File: src/design/pbao_pkg.sv
// Package: constants and carrier structs for the port B/C/D override logic
package pbao_pkg;

  localparam int PORT_W       = 8;
  localparam int MASK_W       = 3;
  localparam int TICK_NS      = 40;

  // Port B bit positions
  localparam int PB_SS_BIT    = 0;
  localparam int PB_SCK_BIT   = 1;
  localparam int PB_MOSI_BIT  = 2;
  localparam int PB_MISO_BIT  = 3;
  localparam int PB_OC0_BIT   = 4;
  localparam int PB_TIMER_ONE_COMPARE_A_OUT_BIT  = 5;
  localparam int PB_TIMER_ONE_COMPARE_B_OUT_BIT  = 6;
  localparam int PB_OC7_BIT   = 7;

  // Port D bit positions
  localparam int PD_SCL_BIT   = 0;
  localparam int PD_SDA_BIT   = 1;
  localparam int PD_RX_BIT    = 2;
  localparam int PD_TX_BIT    = 3;
  localparam int PD_ICP_BIT   = 4;
  localparam int PD_XCK_BIT   = 5;
  localparam int PD_T1_BIT    = 6;
  localparam int PD_T2_BIT    = 7;

  // Port C release thresholds, indexed by pin
  localparam logic [MASK_W-1:0] PC_THRESH [PORT_W] = '{
    3'h7, 3'h7, 3'h6, 3'h5, 3'h4, 3'h3, 3'h2, 3'h1};
  localparam logic [MASK_W-1:0] LEGACY_MASK = 3'h0;

  localparam logic [PORT_W-1:0] RESET_BYTE = 8'h00;

  // Port register view of one port
  typedef struct packed {
    logic [PORT_W-1:0] dir;
    logic [PORT_W-1:0] out;
  } pbao_port_regs_s;

  // Resolved pin control of one port
  typedef struct packed {
    logic [PORT_W-1:0] drive_en;
    logic [PORT_W-1:0] drive_val;
    logic [PORT_W-1:0] pullup_en;
  } pbao_pin_ctl_s;

  // Per-pin override set
  typedef struct packed {
    logic [PORT_W-1:0] pullup_override_en;
    logic [PORT_W-1:0] pullup_override_val;
    logic [PORT_W-1:0] direction_override_en;
    logic [PORT_W-1:0] direction_override_val;
    logic [PORT_W-1:0] pin_value_override_en;
    logic [PORT_W-1:0] pin_value_override_val;
    logic [PORT_W-1:0] input_enable_override_en;
    logic [PORT_W-1:0] input_enable_override_val;
  } pbao_ovr_s;

  // SPI side
  typedef struct packed {
    logic serial_periph_on;
    logic serial_master_select;
    logic slave_out;
    logic serial_master_out_path;
    logic sck_out;
  } pbao_spi_s;

  typedef struct packed {
    logic serial_master_in_path;
    logic slave_in;
    logic sck_in;
    logic ss_in;
    logic slave_active;
  } pbao_spi_in_s;

  // Timer compare outputs, port B bits 7..4
  typedef struct packed {
    logic timer_two_compare_out;
    logic timer_two_compare_en;
    logic timer_one_compare_c_out;
    logic timer_one_compare_c_en;
    logic timer_one_compare_b_out;
    logic timer_one_compare_b_en;
    logic timer_one_compare_a_out;
    logic timer_one_compare_a_en;
    logic timer_zero_compare_out;
    logic timer_zero_compare_en;
  } pbao_cmp_s;

  // Port D peripherals
  typedef struct packed {
    logic usart_b_sync_mode;
    logic usart_b_sync_clock;
    logic uart_b_tx_on;
    logic uart_b_transmit;
    logic uart_b_rx_on;
    logic twi_on;
    logic sda_out;
    logic scl_out;
    logic [3:0] ext_irq_on;
  } pbao_pd_s;

  typedef struct packed {
    logic timer_two_clock_in;
    logic timer_one_clock_in;
    logic timer_one_capture_in;
    logic usart_b_clock_in;
    logic uart_b_receive;
    logic sda_in;
    logic scl_in;
    logic [3:0] ext_irq_in;
  } pbao_pd_in_s;

endpackage

File: src/design/pbao_in_sync.sv
// Input register stage for the three ports' pin levels
`timescale 1ns/100ps
module pbao_in_sync (
  input  wire logic        clk,
  input  wire logic        reset,
  input  wire logic [23:0] pins_in,
  output logic [23:0]      pins_q
);
  import pbao_pkg::*;

  typedef struct packed {
    logic [23:0] q;
  } pbao_sync_state_s;

  pbao_sync_state_s state_reg;
  pbao_sync_state_s state_next;

  always_comb begin
    state_next   = state_reg;
    state_next.q = pins_in;
    if (reset) begin
      state_next.q = {3{RESET_BYTE}};
    end
  end

  always_ff @(posedge clk) begin
    state_reg <= state_next;
  end

  assign pins_q = state_reg.q;

endmodule

File: src/design/pbao_pin_resolve.sv
// Per-port override resolver: merges override set with port registers
`timescale 1ns/100ps
module pbao_pin_resolve (
  input  pbao_pkg::pbao_port_regs_s regs,
  input  pbao_pkg::pbao_ovr_s       ovr,
  input  wire logic                 global_pullup_off,
  input  wire logic [7:0]           pin_in,
  output pbao_pkg::pbao_pin_ctl_s   ctl,
  output logic [7:0]                din
);
  import pbao_pkg::*;

  genvar i;
  generate
    for (i = 0; i < PORT_W; i++) begin : g_pin
      logic dir_eff;
      logic val_eff;
      logic ie_eff;
      assign dir_eff = ovr.direction_override_en[i] ?
                       ovr.direction_override_val[i] : regs.dir[i];
      assign val_eff = ovr.pin_value_override_en[i] ?
                       ovr.pin_value_override_val[i] : regs.out[i];
      assign ie_eff  = ovr.input_enable_override_en[i] ?
                       ovr.input_enable_override_val[i] : 1'b1;
      assign ctl.drive_en[i]  = dir_eff;
      assign ctl.drive_val[i] = val_eff;
      // Pull-up from the override where enabled, else only on an input pin with its out bit set
      assign ctl.pullup_en[i] = ovr.pullup_override_en[i] ?
                                ovr.pullup_override_val[i] :
                                (~dir_eff & regs.out[i] & ~global_pullup_off);
      assign din[i] = pin_in[i] & ie_eff;
    end
  endgenerate

endmodule

File: src/design/pbao_top.sv
// Alternate-function override logic for ports B, C and D
// Function
// - SPI slave forces slave-select pin input
// - Slave SPI active only while select low
// - SPI master leaves select direction to port
// - Forced inputs keep port-bit pull-up, gated
// - MISO/MOSI split into master and slave paths
// - Drive slave, master, clock outputs; never SS
// - Port B bits 3..0 feed SPI inputs
// - Compare outputs replace port B 7..4 values
// - SPI master forces MISO to input
// - Port C carries address bits 15..8
// - Port C released by mask threshold compare
// - Legacy mode: port C output only
// - Legacy mode: mask treated as zero
// - Port D 7,6,4 feed timer clocks, capture
// - Sync clock pin direction from port bit
// - Sync clock active only in sync mode
// - Port D 3..0 shared irq, UART, two-wire
// - Legacy mode omits USART, TWI, compare C
`timescale 1ns/100ps
module pbao_top (
  input  wire logic                 clk,
  input  wire logic                 reset,
  input  wire logic                 legacy_mode,
  input  wire logic                 global_pullup_off,
  input  wire logic                 ext_memory_on,
  input  wire logic [2:0]           high_addr_release_mask,
  input  wire logic [7:0]           ext_addr_high,
  input  pbao_pkg::pbao_port_regs_s portb_regs,
  input  pbao_pkg::pbao_port_regs_s portc_regs,
  input  pbao_pkg::pbao_port_regs_s portd_regs,
  input  pbao_pkg::pbao_spi_s       spi,
  input  pbao_pkg::pbao_cmp_s       cmp,
  input  pbao_pkg::pbao_pd_s        pd,
  input  wire logic [7:0]           portb_pin_in,
  input  wire logic [7:0]           portc_pin_in,
  input  wire logic [7:0]           portd_pin_in,
  output pbao_pkg::pbao_pin_ctl_s   portb_ctl,
  output pbao_pkg::pbao_pin_ctl_s   portc_ctl,
  output pbao_pkg::pbao_pin_ctl_s   portd_ctl,
  output logic [7:0]                portb_din,
  output logic [7:0]                portc_din,
  output logic [7:0]                portd_din,
  output pbao_pkg::pbao_spi_in_s    spi_in,
  output pbao_pkg::pbao_pd_in_s     pd_in
);
  import pbao_pkg::*;

  // Every output of the block, registered as one word
  typedef struct packed {
    pbao_pin_ctl_s b_ctl;
    pbao_pin_ctl_s c_ctl;
    pbao_pin_ctl_s d_ctl;
    logic [7:0]    b_din;
    logic [7:0]    c_din;
    logic [7:0]    d_din;
    pbao_spi_in_s  spi_in;
    pbao_pd_in_s   pd_in;
  } pbao_state_s;

  // Registered output word and its next value
  pbao_state_s   state_reg;
  pbao_state_s   state_next;

  // Override sets of the three ports
  pbao_ovr_s     ovr_b;
  pbao_ovr_s     ovr_c;
  pbao_ovr_s     ovr_d;

  // Resolved controls ahead of the output register
  pbao_pin_ctl_s b_ctl_c;
  pbao_pin_ctl_s c_ctl_c;
  pbao_pin_ctl_s d_ctl_c;
  logic [7:0]    b_din_c;
  logic [7:0]    c_din_c;
  logic [7:0]    d_din_c;

  // Pin levels after the input register, port D on top
  logic [23:0]   pins_q;

  // Function enables after role and legacy gating
  logic          spi_master;
  logic          spi_slave;
  logic [2:0]    mask_eff;
  logic          sync_clk_on;
  logic          tx_on;
  logic          rx_on;
  logic          twi_on;
  logic          c_out_on;

  // Pins pass one register before any use
  pbao_in_sync u_in_sync (
    .clk     (clk),
    .reset   (reset),
    .pins_in ({portd_pin_in, portc_pin_in, portb_pin_in}),
    .pins_q  (pins_q)
  );

  // SPI role from enable and master select
  assign spi_master  = spi.serial_periph_on & spi.serial_master_select;
  assign spi_slave   = spi.serial_periph_on & ~spi.serial_master_select;

  // Legacy mode strips the later functions
  assign mask_eff    = legacy_mode ? LEGACY_MASK : high_addr_release_mask;
  assign sync_clk_on = pd.usart_b_sync_mode & ~legacy_mode;
  assign tx_on       = pd.uart_b_tx_on & ~legacy_mode;
  assign rx_on       = pd.uart_b_rx_on & ~legacy_mode;
  assign twi_on      = pd.twi_on & ~legacy_mode;
  assign c_out_on    = cmp.timer_one_compare_c_en & ~legacy_mode;

  // Port B overrides
  always_comb begin
    // Start from no override on any pin
    ovr_b = '0;

    // SPI pins bits 3..0: forced input for the receiving role
    // Bit 3 listens as master; bits 2..0 listen as slave
    ovr_b.pullup_override_en[PB_MISO_BIT]  = spi_master;
    ovr_b.direction_override_en[PB_MISO_BIT] = spi_master;
    ovr_b.pullup_override_en[PB_MOSI_BIT]  = spi_slave;
    ovr_b.direction_override_en[PB_MOSI_BIT] = spi_slave;
    ovr_b.pullup_override_en[PB_SCK_BIT]   = spi_slave;
    ovr_b.direction_override_en[PB_SCK_BIT] = spi_slave;
    ovr_b.pullup_override_en[PB_SS_BIT]    = spi_slave;
    ovr_b.direction_override_en[PB_SS_BIT] = spi_slave;

    // Forced inputs keep the port-bit pull-up, gated globally
    for (int i = 0; i < 4; i++) begin
      ovr_b.pullup_override_val[i] = portb_regs.out[i] & ~global_pullup_off;
      ovr_b.direction_override_val[i] = 1'b0;
      ovr_b.input_enable_override_en[i] = 1'b0;
    end

    // Outputs of the driving role; SS value never overridden
    ovr_b.pin_value_override_en[PB_MISO_BIT]  = spi_slave;
    ovr_b.pin_value_override_val[PB_MISO_BIT] = spi.slave_out;
    ovr_b.pin_value_override_en[PB_MOSI_BIT]  = spi_master;
    ovr_b.pin_value_override_val[PB_MOSI_BIT] = spi.serial_master_out_path;
    ovr_b.pin_value_override_en[PB_SCK_BIT]   = spi_master;
    ovr_b.pin_value_override_val[PB_SCK_BIT]  = spi.sck_out;

    // Compare outputs bits 7..4
    // Direction and pull-up stay with the port bits
    ovr_b.pin_value_override_en[PB_OC0_BIT]   = cmp.timer_zero_compare_en;
    ovr_b.pin_value_override_val[PB_OC0_BIT]  = cmp.timer_zero_compare_out;
    ovr_b.pin_value_override_en[PB_TIMER_ONE_COMPARE_A_OUT_BIT]  = cmp.timer_one_compare_a_en;
    ovr_b.pin_value_override_val[PB_TIMER_ONE_COMPARE_A_OUT_BIT] = cmp.timer_one_compare_a_out;
    ovr_b.pin_value_override_en[PB_TIMER_ONE_COMPARE_B_OUT_BIT]  = cmp.timer_one_compare_b_en;
    ovr_b.pin_value_override_val[PB_TIMER_ONE_COMPARE_B_OUT_BIT] = cmp.timer_one_compare_b_out;

    // Bit 7 merges both compare units; C unit absent in legacy mode
    ovr_b.pin_value_override_en[PB_OC7_BIT]   =
      cmp.timer_two_compare_en | c_out_on;
    ovr_b.pin_value_override_val[PB_OC7_BIT]  =
      (cmp.timer_two_compare_en & cmp.timer_two_compare_out) |
      (c_out_on & cmp.timer_one_compare_c_out);
  end

  // Port C overrides: address high byte
  always_comb begin
    ovr_c = '0;

    // Pin i carries address bit 8 + i
    for (int i = 0; i < PORT_W; i++) begin
      logic rel;

      // Released pins carry address: output, no pull-up
      rel = ext_memory_on & (mask_eff < PC_THRESH[i]);
      ovr_c.pullup_override_en[i]     = rel;
      ovr_c.pullup_override_val[i]    = 1'b0;
      ovr_c.direction_override_en[i]  = rel | legacy_mode;
      ovr_c.direction_override_val[i] = 1'b1;
      ovr_c.pin_value_override_en[i]  = rel;
      ovr_c.pin_value_override_val[i] = ext_addr_high[i];
    end
  end

  // Port D overrides
  always_comb begin
    ovr_d = '0;

    // Bit 5: sync clock value only; direction from port bit
    ovr_d.pin_value_override_en[PD_XCK_BIT]  = sync_clk_on;
    ovr_d.pin_value_override_val[PD_XCK_BIT] = pd.usart_b_sync_clock;

    // Bit 3: transmitter owns the pin
    ovr_d.pullup_override_en[PD_TX_BIT]      = tx_on;
    ovr_d.direction_override_en[PD_TX_BIT]   = tx_on;
    ovr_d.direction_override_val[PD_TX_BIT]  = 1'b1;
    ovr_d.pin_value_override_en[PD_TX_BIT]   = tx_on;
    ovr_d.pin_value_override_val[PD_TX_BIT]  = pd.uart_b_transmit;

    // Bit 2: receiver forces input, pull-up from port bit
    ovr_d.pullup_override_en[PD_RX_BIT]      = rx_on;
    ovr_d.pullup_override_val[PD_RX_BIT]     =
      portd_regs.out[PD_RX_BIT] & ~global_pullup_off;
    ovr_d.direction_override_en[PD_RX_BIT]   = rx_on;

    // Bits 1, 0: open-drain two-wire, value held low
    ovr_d.pullup_override_en[PD_SDA_BIT]     = twi_on;
    ovr_d.pullup_override_val[PD_SDA_BIT]    =
      portd_regs.out[PD_SDA_BIT] & ~global_pullup_off;
    ovr_d.direction_override_en[PD_SDA_BIT]  = twi_on;
    ovr_d.direction_override_val[PD_SDA_BIT] = pd.sda_out;
    ovr_d.pin_value_override_en[PD_SDA_BIT]  = twi_on;

    ovr_d.pullup_override_en[PD_SCL_BIT]     = twi_on;
    ovr_d.pullup_override_val[PD_SCL_BIT]    =
      portd_regs.out[PD_SCL_BIT] & ~global_pullup_off;
    ovr_d.direction_override_en[PD_SCL_BIT]  = twi_on;
    ovr_d.direction_override_val[PD_SCL_BIT] = pd.scl_out;
    ovr_d.pin_value_override_en[PD_SCL_BIT]  = twi_on;

    // Bits 3..0: interrupt inputs keep their input path
    for (int i = 0; i < 4; i++) begin
      ovr_d.input_enable_override_en[i]  = pd.ext_irq_on[i];
      ovr_d.input_enable_override_val[i] = 1'b1;
    end
  end

  // One resolver per port merges overrides with port bits
  // Port B: SPI and compare outputs
  pbao_pin_resolve u_res_b (
    .regs              (portb_regs),
    .ovr               (ovr_b),
    .global_pullup_off (global_pullup_off),
    .pin_in            (pins_q[7:0]),
    .ctl               (b_ctl_c),
    .din               (b_din_c)
  );

  // Port C: address high byte
  pbao_pin_resolve u_res_c (
    .regs              (portc_regs),
    .ovr               (ovr_c),
    .global_pullup_off (global_pullup_off),
    .pin_in            (pins_q[15:8]),
    .ctl               (c_ctl_c),
    .din               (c_din_c)
  );

  // Port D: timers, USART, two-wire, interrupts
  pbao_pin_resolve u_res_d (
    .regs              (portd_regs),
    .ovr               (ovr_d),
    .global_pullup_off (global_pullup_off),
    .pin_in            (pins_q[23:16]),
    .ctl               (d_ctl_c),
    .din               (d_din_c)
  );

  always_comb begin
    state_next = state_reg;

    // Pin controls and gated pin inputs
    state_next.b_ctl = b_ctl_c;
    state_next.c_ctl = c_ctl_c;
    state_next.d_ctl = d_ctl_c;
    state_next.b_din = b_din_c;
    state_next.c_din = legacy_mode ? RESET_BYTE : c_din_c;
    state_next.d_din = d_din_c;

    // SPI inputs, bits 3..0 of port B
    state_next.spi_in.serial_master_in_path = b_din_c[PB_MISO_BIT];
    state_next.spi_in.slave_in              = b_din_c[PB_MOSI_BIT];
    state_next.spi_in.sck_in                = b_din_c[PB_SCK_BIT];
    state_next.spi_in.ss_in                 = b_din_c[PB_SS_BIT];
    state_next.spi_in.slave_active          = spi_slave & ~b_din_c[PB_SS_BIT];

    // Peripheral inputs from port D
    state_next.pd_in.timer_two_clock_in     = d_din_c[PD_T2_BIT];
    state_next.pd_in.timer_one_clock_in     = d_din_c[PD_T1_BIT];
    state_next.pd_in.timer_one_capture_in   = d_din_c[PD_ICP_BIT];
    state_next.pd_in.usart_b_clock_in       = d_din_c[PD_XCK_BIT] & sync_clk_on;
    state_next.pd_in.uart_b_receive         = d_din_c[PD_RX_BIT] & rx_on;
    state_next.pd_in.sda_in                 = pins_q[16+PD_SDA_BIT] & twi_on;
    state_next.pd_in.scl_in                 = pins_q[16+PD_SCL_BIT] & twi_on;
    state_next.pd_in.ext_irq_in             = d_din_c[3:0];

    // Synchronous reset clears every output
    if (reset) begin
      state_next = '0;
    end
  end

  // Single output register stage
  always_ff @(posedge clk) begin
    state_reg <= state_next;
  end

  // Outputs straight from the register
  assign portb_ctl = state_reg.b_ctl;
  assign portc_ctl = state_reg.c_ctl;
  assign portd_ctl = state_reg.d_ctl;
  assign portb_din = state_reg.b_din;
  assign portc_din = state_reg.c_din;
  assign portd_din = state_reg.d_din;
  assign spi_in    = state_reg.spi_in;
  assign pd_in     = state_reg.pd_in;

endmodule

File: config.mk
export PLATFORM = sky130hd
export DESIGN_NAME = pbao_top
export DESIGN_NICKNAME = d
export VERILOG_FILES = /design/src/design/pbao_pkg.sv /design/src/design/pbao_in_sync.sv /design/src/design/pbao_pin_resolve.sv /design/src/design/pbao_top.sv
export SDC_FILE = /design/constraint.sdc
export NUM_CORES = 1
export LEC_CHECK = 0
export ABC_AREA = 1
export ABC_CLOCK_PERIOD_IN_PS = 2800
export BUFFER_PORTS_ARGS = -buffer_cell sky130_fd_sc_hd__buf_2
export CAP_MARGIN = 20
export CORE_MARGIN = 5
export CORE_UTILIZATION = 35
export CTS_BUF_LIST = sky130_fd_sc_hd__clkbuf_4
export DETAILED_ROUTE_END_ITERATION = 8
export SLEW_MARGIN = 20
export SYNTH_ARGS = -nofsm -noshare
export SYNTH_HDL_FRONTEND = slang
export SYNTH_HIERARCHICAL = 1
export SYNTH_SLANG_ARGS = --single-unit
File: constraint.sdc
create_clock -name clk -period 2.8 [get_ports clk]
set_input_delay 0.56 -clock clk [delete_from_list [all_inputs] [get_ports clk]]
set_output_delay 0.56 -clock clk [all_outputs]
set_load 0.1 [all_outputs]
[Word-level counts from Yosys, hierarchy flattened]
Cells that the tools add are included.
Word-level totals
  flip-flop bits (word level): 136
  bits of input ports: 115
  output and inout port bits: 112
  logic and storage cells: 205
Cells by class
  magnitude comparators: 7
  muxes and demuxes: 41
  bitwise operators: 113
  reduce and logical (&&, ||, !) cells: 10
Operators with widths (count)
  1-bit bitwise AND: 76
  1-bit two-way mux: 40
  1-bit inverter: 28
  2-bit OR reduction: 10
  3-bit less-than comparator (second input constant): 4
  1-bit bitwise OR: 9
  3-bit by 2-bit less-than comparator with 1-bit output (second input constant): 2
  3-bit by 1-bit less-than comparator with 1-bit output (second input constant): 1
  3-bit two-way mux: 1

[Logic depth before layout (Yosys ltp)]
  depth in word-level cells: 8
  gate-level depth with buffers: 11

[Cells and area by module]
Netlist, hierarchy kept.
Modules (own cells, without submodules)
  pbao_top: instances 1, cells an instance 387, area each 3189.3 sq um
  pbao_pin_resolve: instances 3, cells an instance 153, area each 674.4 sq um
  pbao_in_sync: instances 1, cells an instance 74, area each 683.2 sq um

[Worst setup path after synthesis]
Ideal clock, no wire load.
  kind: reg2out
  from: reg, netlist name pd_in[0]
  to: out portd_din[0]
  arrival: 1.356 ns
  path slack: 0.884 ns
  cell stages (with the launch flop): 2
  path buffers: 1
  path through: dfxtp_1 > buf_4
RTL lines
  to (decl): RTL line pbao_top.sv:44  | output logic [7:0] portd_din,

[Worst setup path after layout]
  from: reg state_reg (netlist bit portb_ctl[17])
  to: out portb_ctl[17] (netlist bit)
RTL lines
  from (decl): RTL line pbao_top.sv:63  | pbao_state_s state_reg;
  from (signal assigned): RTL line pbao_top.sv:289  | state_reg <= state_next;
  to (decl): RTL line pbao_top.sv:39  | output pbao_pkg::pbao_pin_ctl_s portb_ctl,
No word-level cell between the ends.

==> flow_summary.json <==
{
  "status": "finished clean",
  "routed_wl_um": 13600,
  "tightest_slew_ps": 646,
  "p_leak_uw": 0.00482,
  "chipHeight_um": 140,
  "hold_buffers": 0,
  "cts_tree": "yes",
  "fill_cells": 1866,
  "clockRootBuffer": "clkbuf_4",
  "required_ps": 2240,
  "crit_chain": "buf_2",
  "netlist.area_leader.share": 0.424,
  "vdd_drop_max_uv": 230,
  "layout_common_cells": "inv_1, buf_2, nand2_1",
  "placed_area_sq_um": 7290,
  "die_w_um": 140,
  "ant_nets": 0,
  "io_buffers": 226,
  "cp.arrival_ps": 1320,
  "drc_errors": 0,
  "grt_pass1_vias": 4986,
  "hold_violations": 0,
  "finalCritPeriodShare": 0.673,
  "core_area_sq_um": 16600,
  "critical-path-max-stage-delay_ps": 440,
  "hold_path.class": "input pin to register",
  "syn_area_per_cell_sq_um": 6.41,
  "yosys.area.top_type": "dfxtp_1",
  "path_clk_slew_ps": 130,
  "min_period_ps": 1880,
  "clkLatencyLatePin_ps": 510,
  "pwr_density_cell_nw_per_um2": 575,
  "drive_gt1_frac": 0.216,
  "clkSinkCount": 125,
  "slew_violations": 0,
  "vias": 5270,
  "cts_buffers": 17,
  "fmax_mhz": 531,
  "nets": 1340,
  "synth_area_leaders": "dfxtp_1, inv_1, nand2_1",
  "slew_headroom": 0.568,
  "die_area_sq_um": 19500,
  "num_rows": 47,
  "drt_iter0_markers": 181,
  "mostFrequentLayoutCell": "inv_1",
  "gr-total-overflow": 0,
  "antenna_found_initial": 1,
  "postLayoutCellArea_sq_um": 7590,
  "rsz0062_at_grt": "no",
  "crit_buf_inv": 1,
  "cp_max_fo": 1,
  "start_util": 0.356,
  "cp-start-kind": "register",
  "num_antenna_cells": 0,
  "end_kind": "output port",
  "grt_pass1_wl_um": 22900,
  "dr.pass1.iters": 4,
  "vias_per_cell": 3.61,
  "yosysWarnings": 6,
  "wl_per_cell_um": 9.34,
  "cts_resized": 0,
  "ys_seq_elements": 125,
  "fin_setup_tns_ps": 0,
  "synth.distinct_cells": 19,
  "grt_max_degree": 66,
  "postCtsSetupRepairBufs": 0,
  "synth_cells": 920,
  "areaGrowthSynthToFinish_pct": 28.8,
  "finClkSkew_ps": 5.79,
  "slowest_stage": "buf_2",
  "ys_seq_area_frac": 0.424,
  "htree_levels": 4,
  "clockBufferDepth": 2,
  "ios": 227,
  "dp.final_hpwl_um": 10500,
  "syn_area_sq_um": 5900,
  "gp_congestion": 0.784,
  "grt_use_total": 0.145,
  "setup_viol_count_final": 0,
  "worst-setup-path-type": "register to output port",
  "crit_family": "buffers and inverters",
  "drv_cap": 0
}
logic make-up (layout without fill, tap and decap cells):
family,count (synthesis),in the layout,synth area share
AOI/OAI and AO/OA,50,50,0.0533
and+or+nand+nor,382,382,0.248
other,2,132,0.00127
buffers and inverters,361,549,0.273
DFF,125,125,0.424
sequential cells by signal, indices dropped and copies added, names as in the netlist:
name,flops
spi_in,1
portc_ctl,24
portb_din,8
portc_din,8
portd_din,6
u_in_sync/pins_q,24
portd_ctl,24
pd_in,6
portb_ctl,24
worst reg2reg max path, cell delays in order, from the launching register on:
cell,delay [ps]
dfxtp_1,320
a21boi_0,290
nor3_1,100
power breakdown:
group,switching [uW],internal [uW]
logic,902,226
registers,22.2,1870
clock network,726,615
per-layer routing:
metal  track usage  vias to the layer above  routed length, um
li1              -                     2956                  -
met1         0.165                     2141               5840
met3        0.0587                       19               1340
met5             0                        -                  7
met2         0.245                      152               6170
met4        0.0515                        2                265
final cells by class:
type	instances	area (sq um)	share of cell area
clock buffers	17	128	0.0168
clock inverters	15	170	0.0224
inverters	289	1080	0.143
multi-input cells	564	2270	0.299
flip-flops and latches	125	2500	0.330
well taps	220	275	0.0363
repair buffers	228	1160	0.153
cell usage after synthesis:
cell type	count
nand4_1	1
nand2_2	1
buf_6	3
or2_1	1
or2_2	1
buf_4	59
conb_1	2
inv_1	285
nand3_1	3
nand2_4	1
a21boi_0	24
nor2_1	160
nor3_1	4
dfxtp_1	125
inv_2	4
nand2_1	210
o21ai_0	25
buf_2	10
a21oi_2	1
worst paths after layout:
kind / end / cells past startpoint / from / slack [ps]
setup / recovery: portb_ctl[17] / 1 / portb_ctl[17]$_SDFF_PP0_ / 920
setup reg to reg: spi_in[0]$_SDFF_PP0_ / 2 / u_in_sync/pins_q[0]$_SDFF_PP0_ / 1970
hold / removal: u_in_sync/pins_q[20]$_SDFF_PP0_ / 3 / portd_pin_in[4] / 230
hold reg to reg: pd_in[5]$_SDFF_PP0_ / 2 / u_in_sync/pins_q[17]$_SDFF_PP0_ / 440
through the flow:
step                      power (uW)  utilization  setup WS [ps]  std cells  hold slack, ps
after CTS                       4430        0.458            832       1458             162
after global routing            4620        0.458            808       1458             167
after floorplan                 2920            -            884       1050             418
after global placement          3070        0.440            975       1426             431
final                           4360        0.458            917       1458             230
after detailed placement        3070        0.440            946       1426             440
Note: power is estimated with default switching activity, not from simulation.
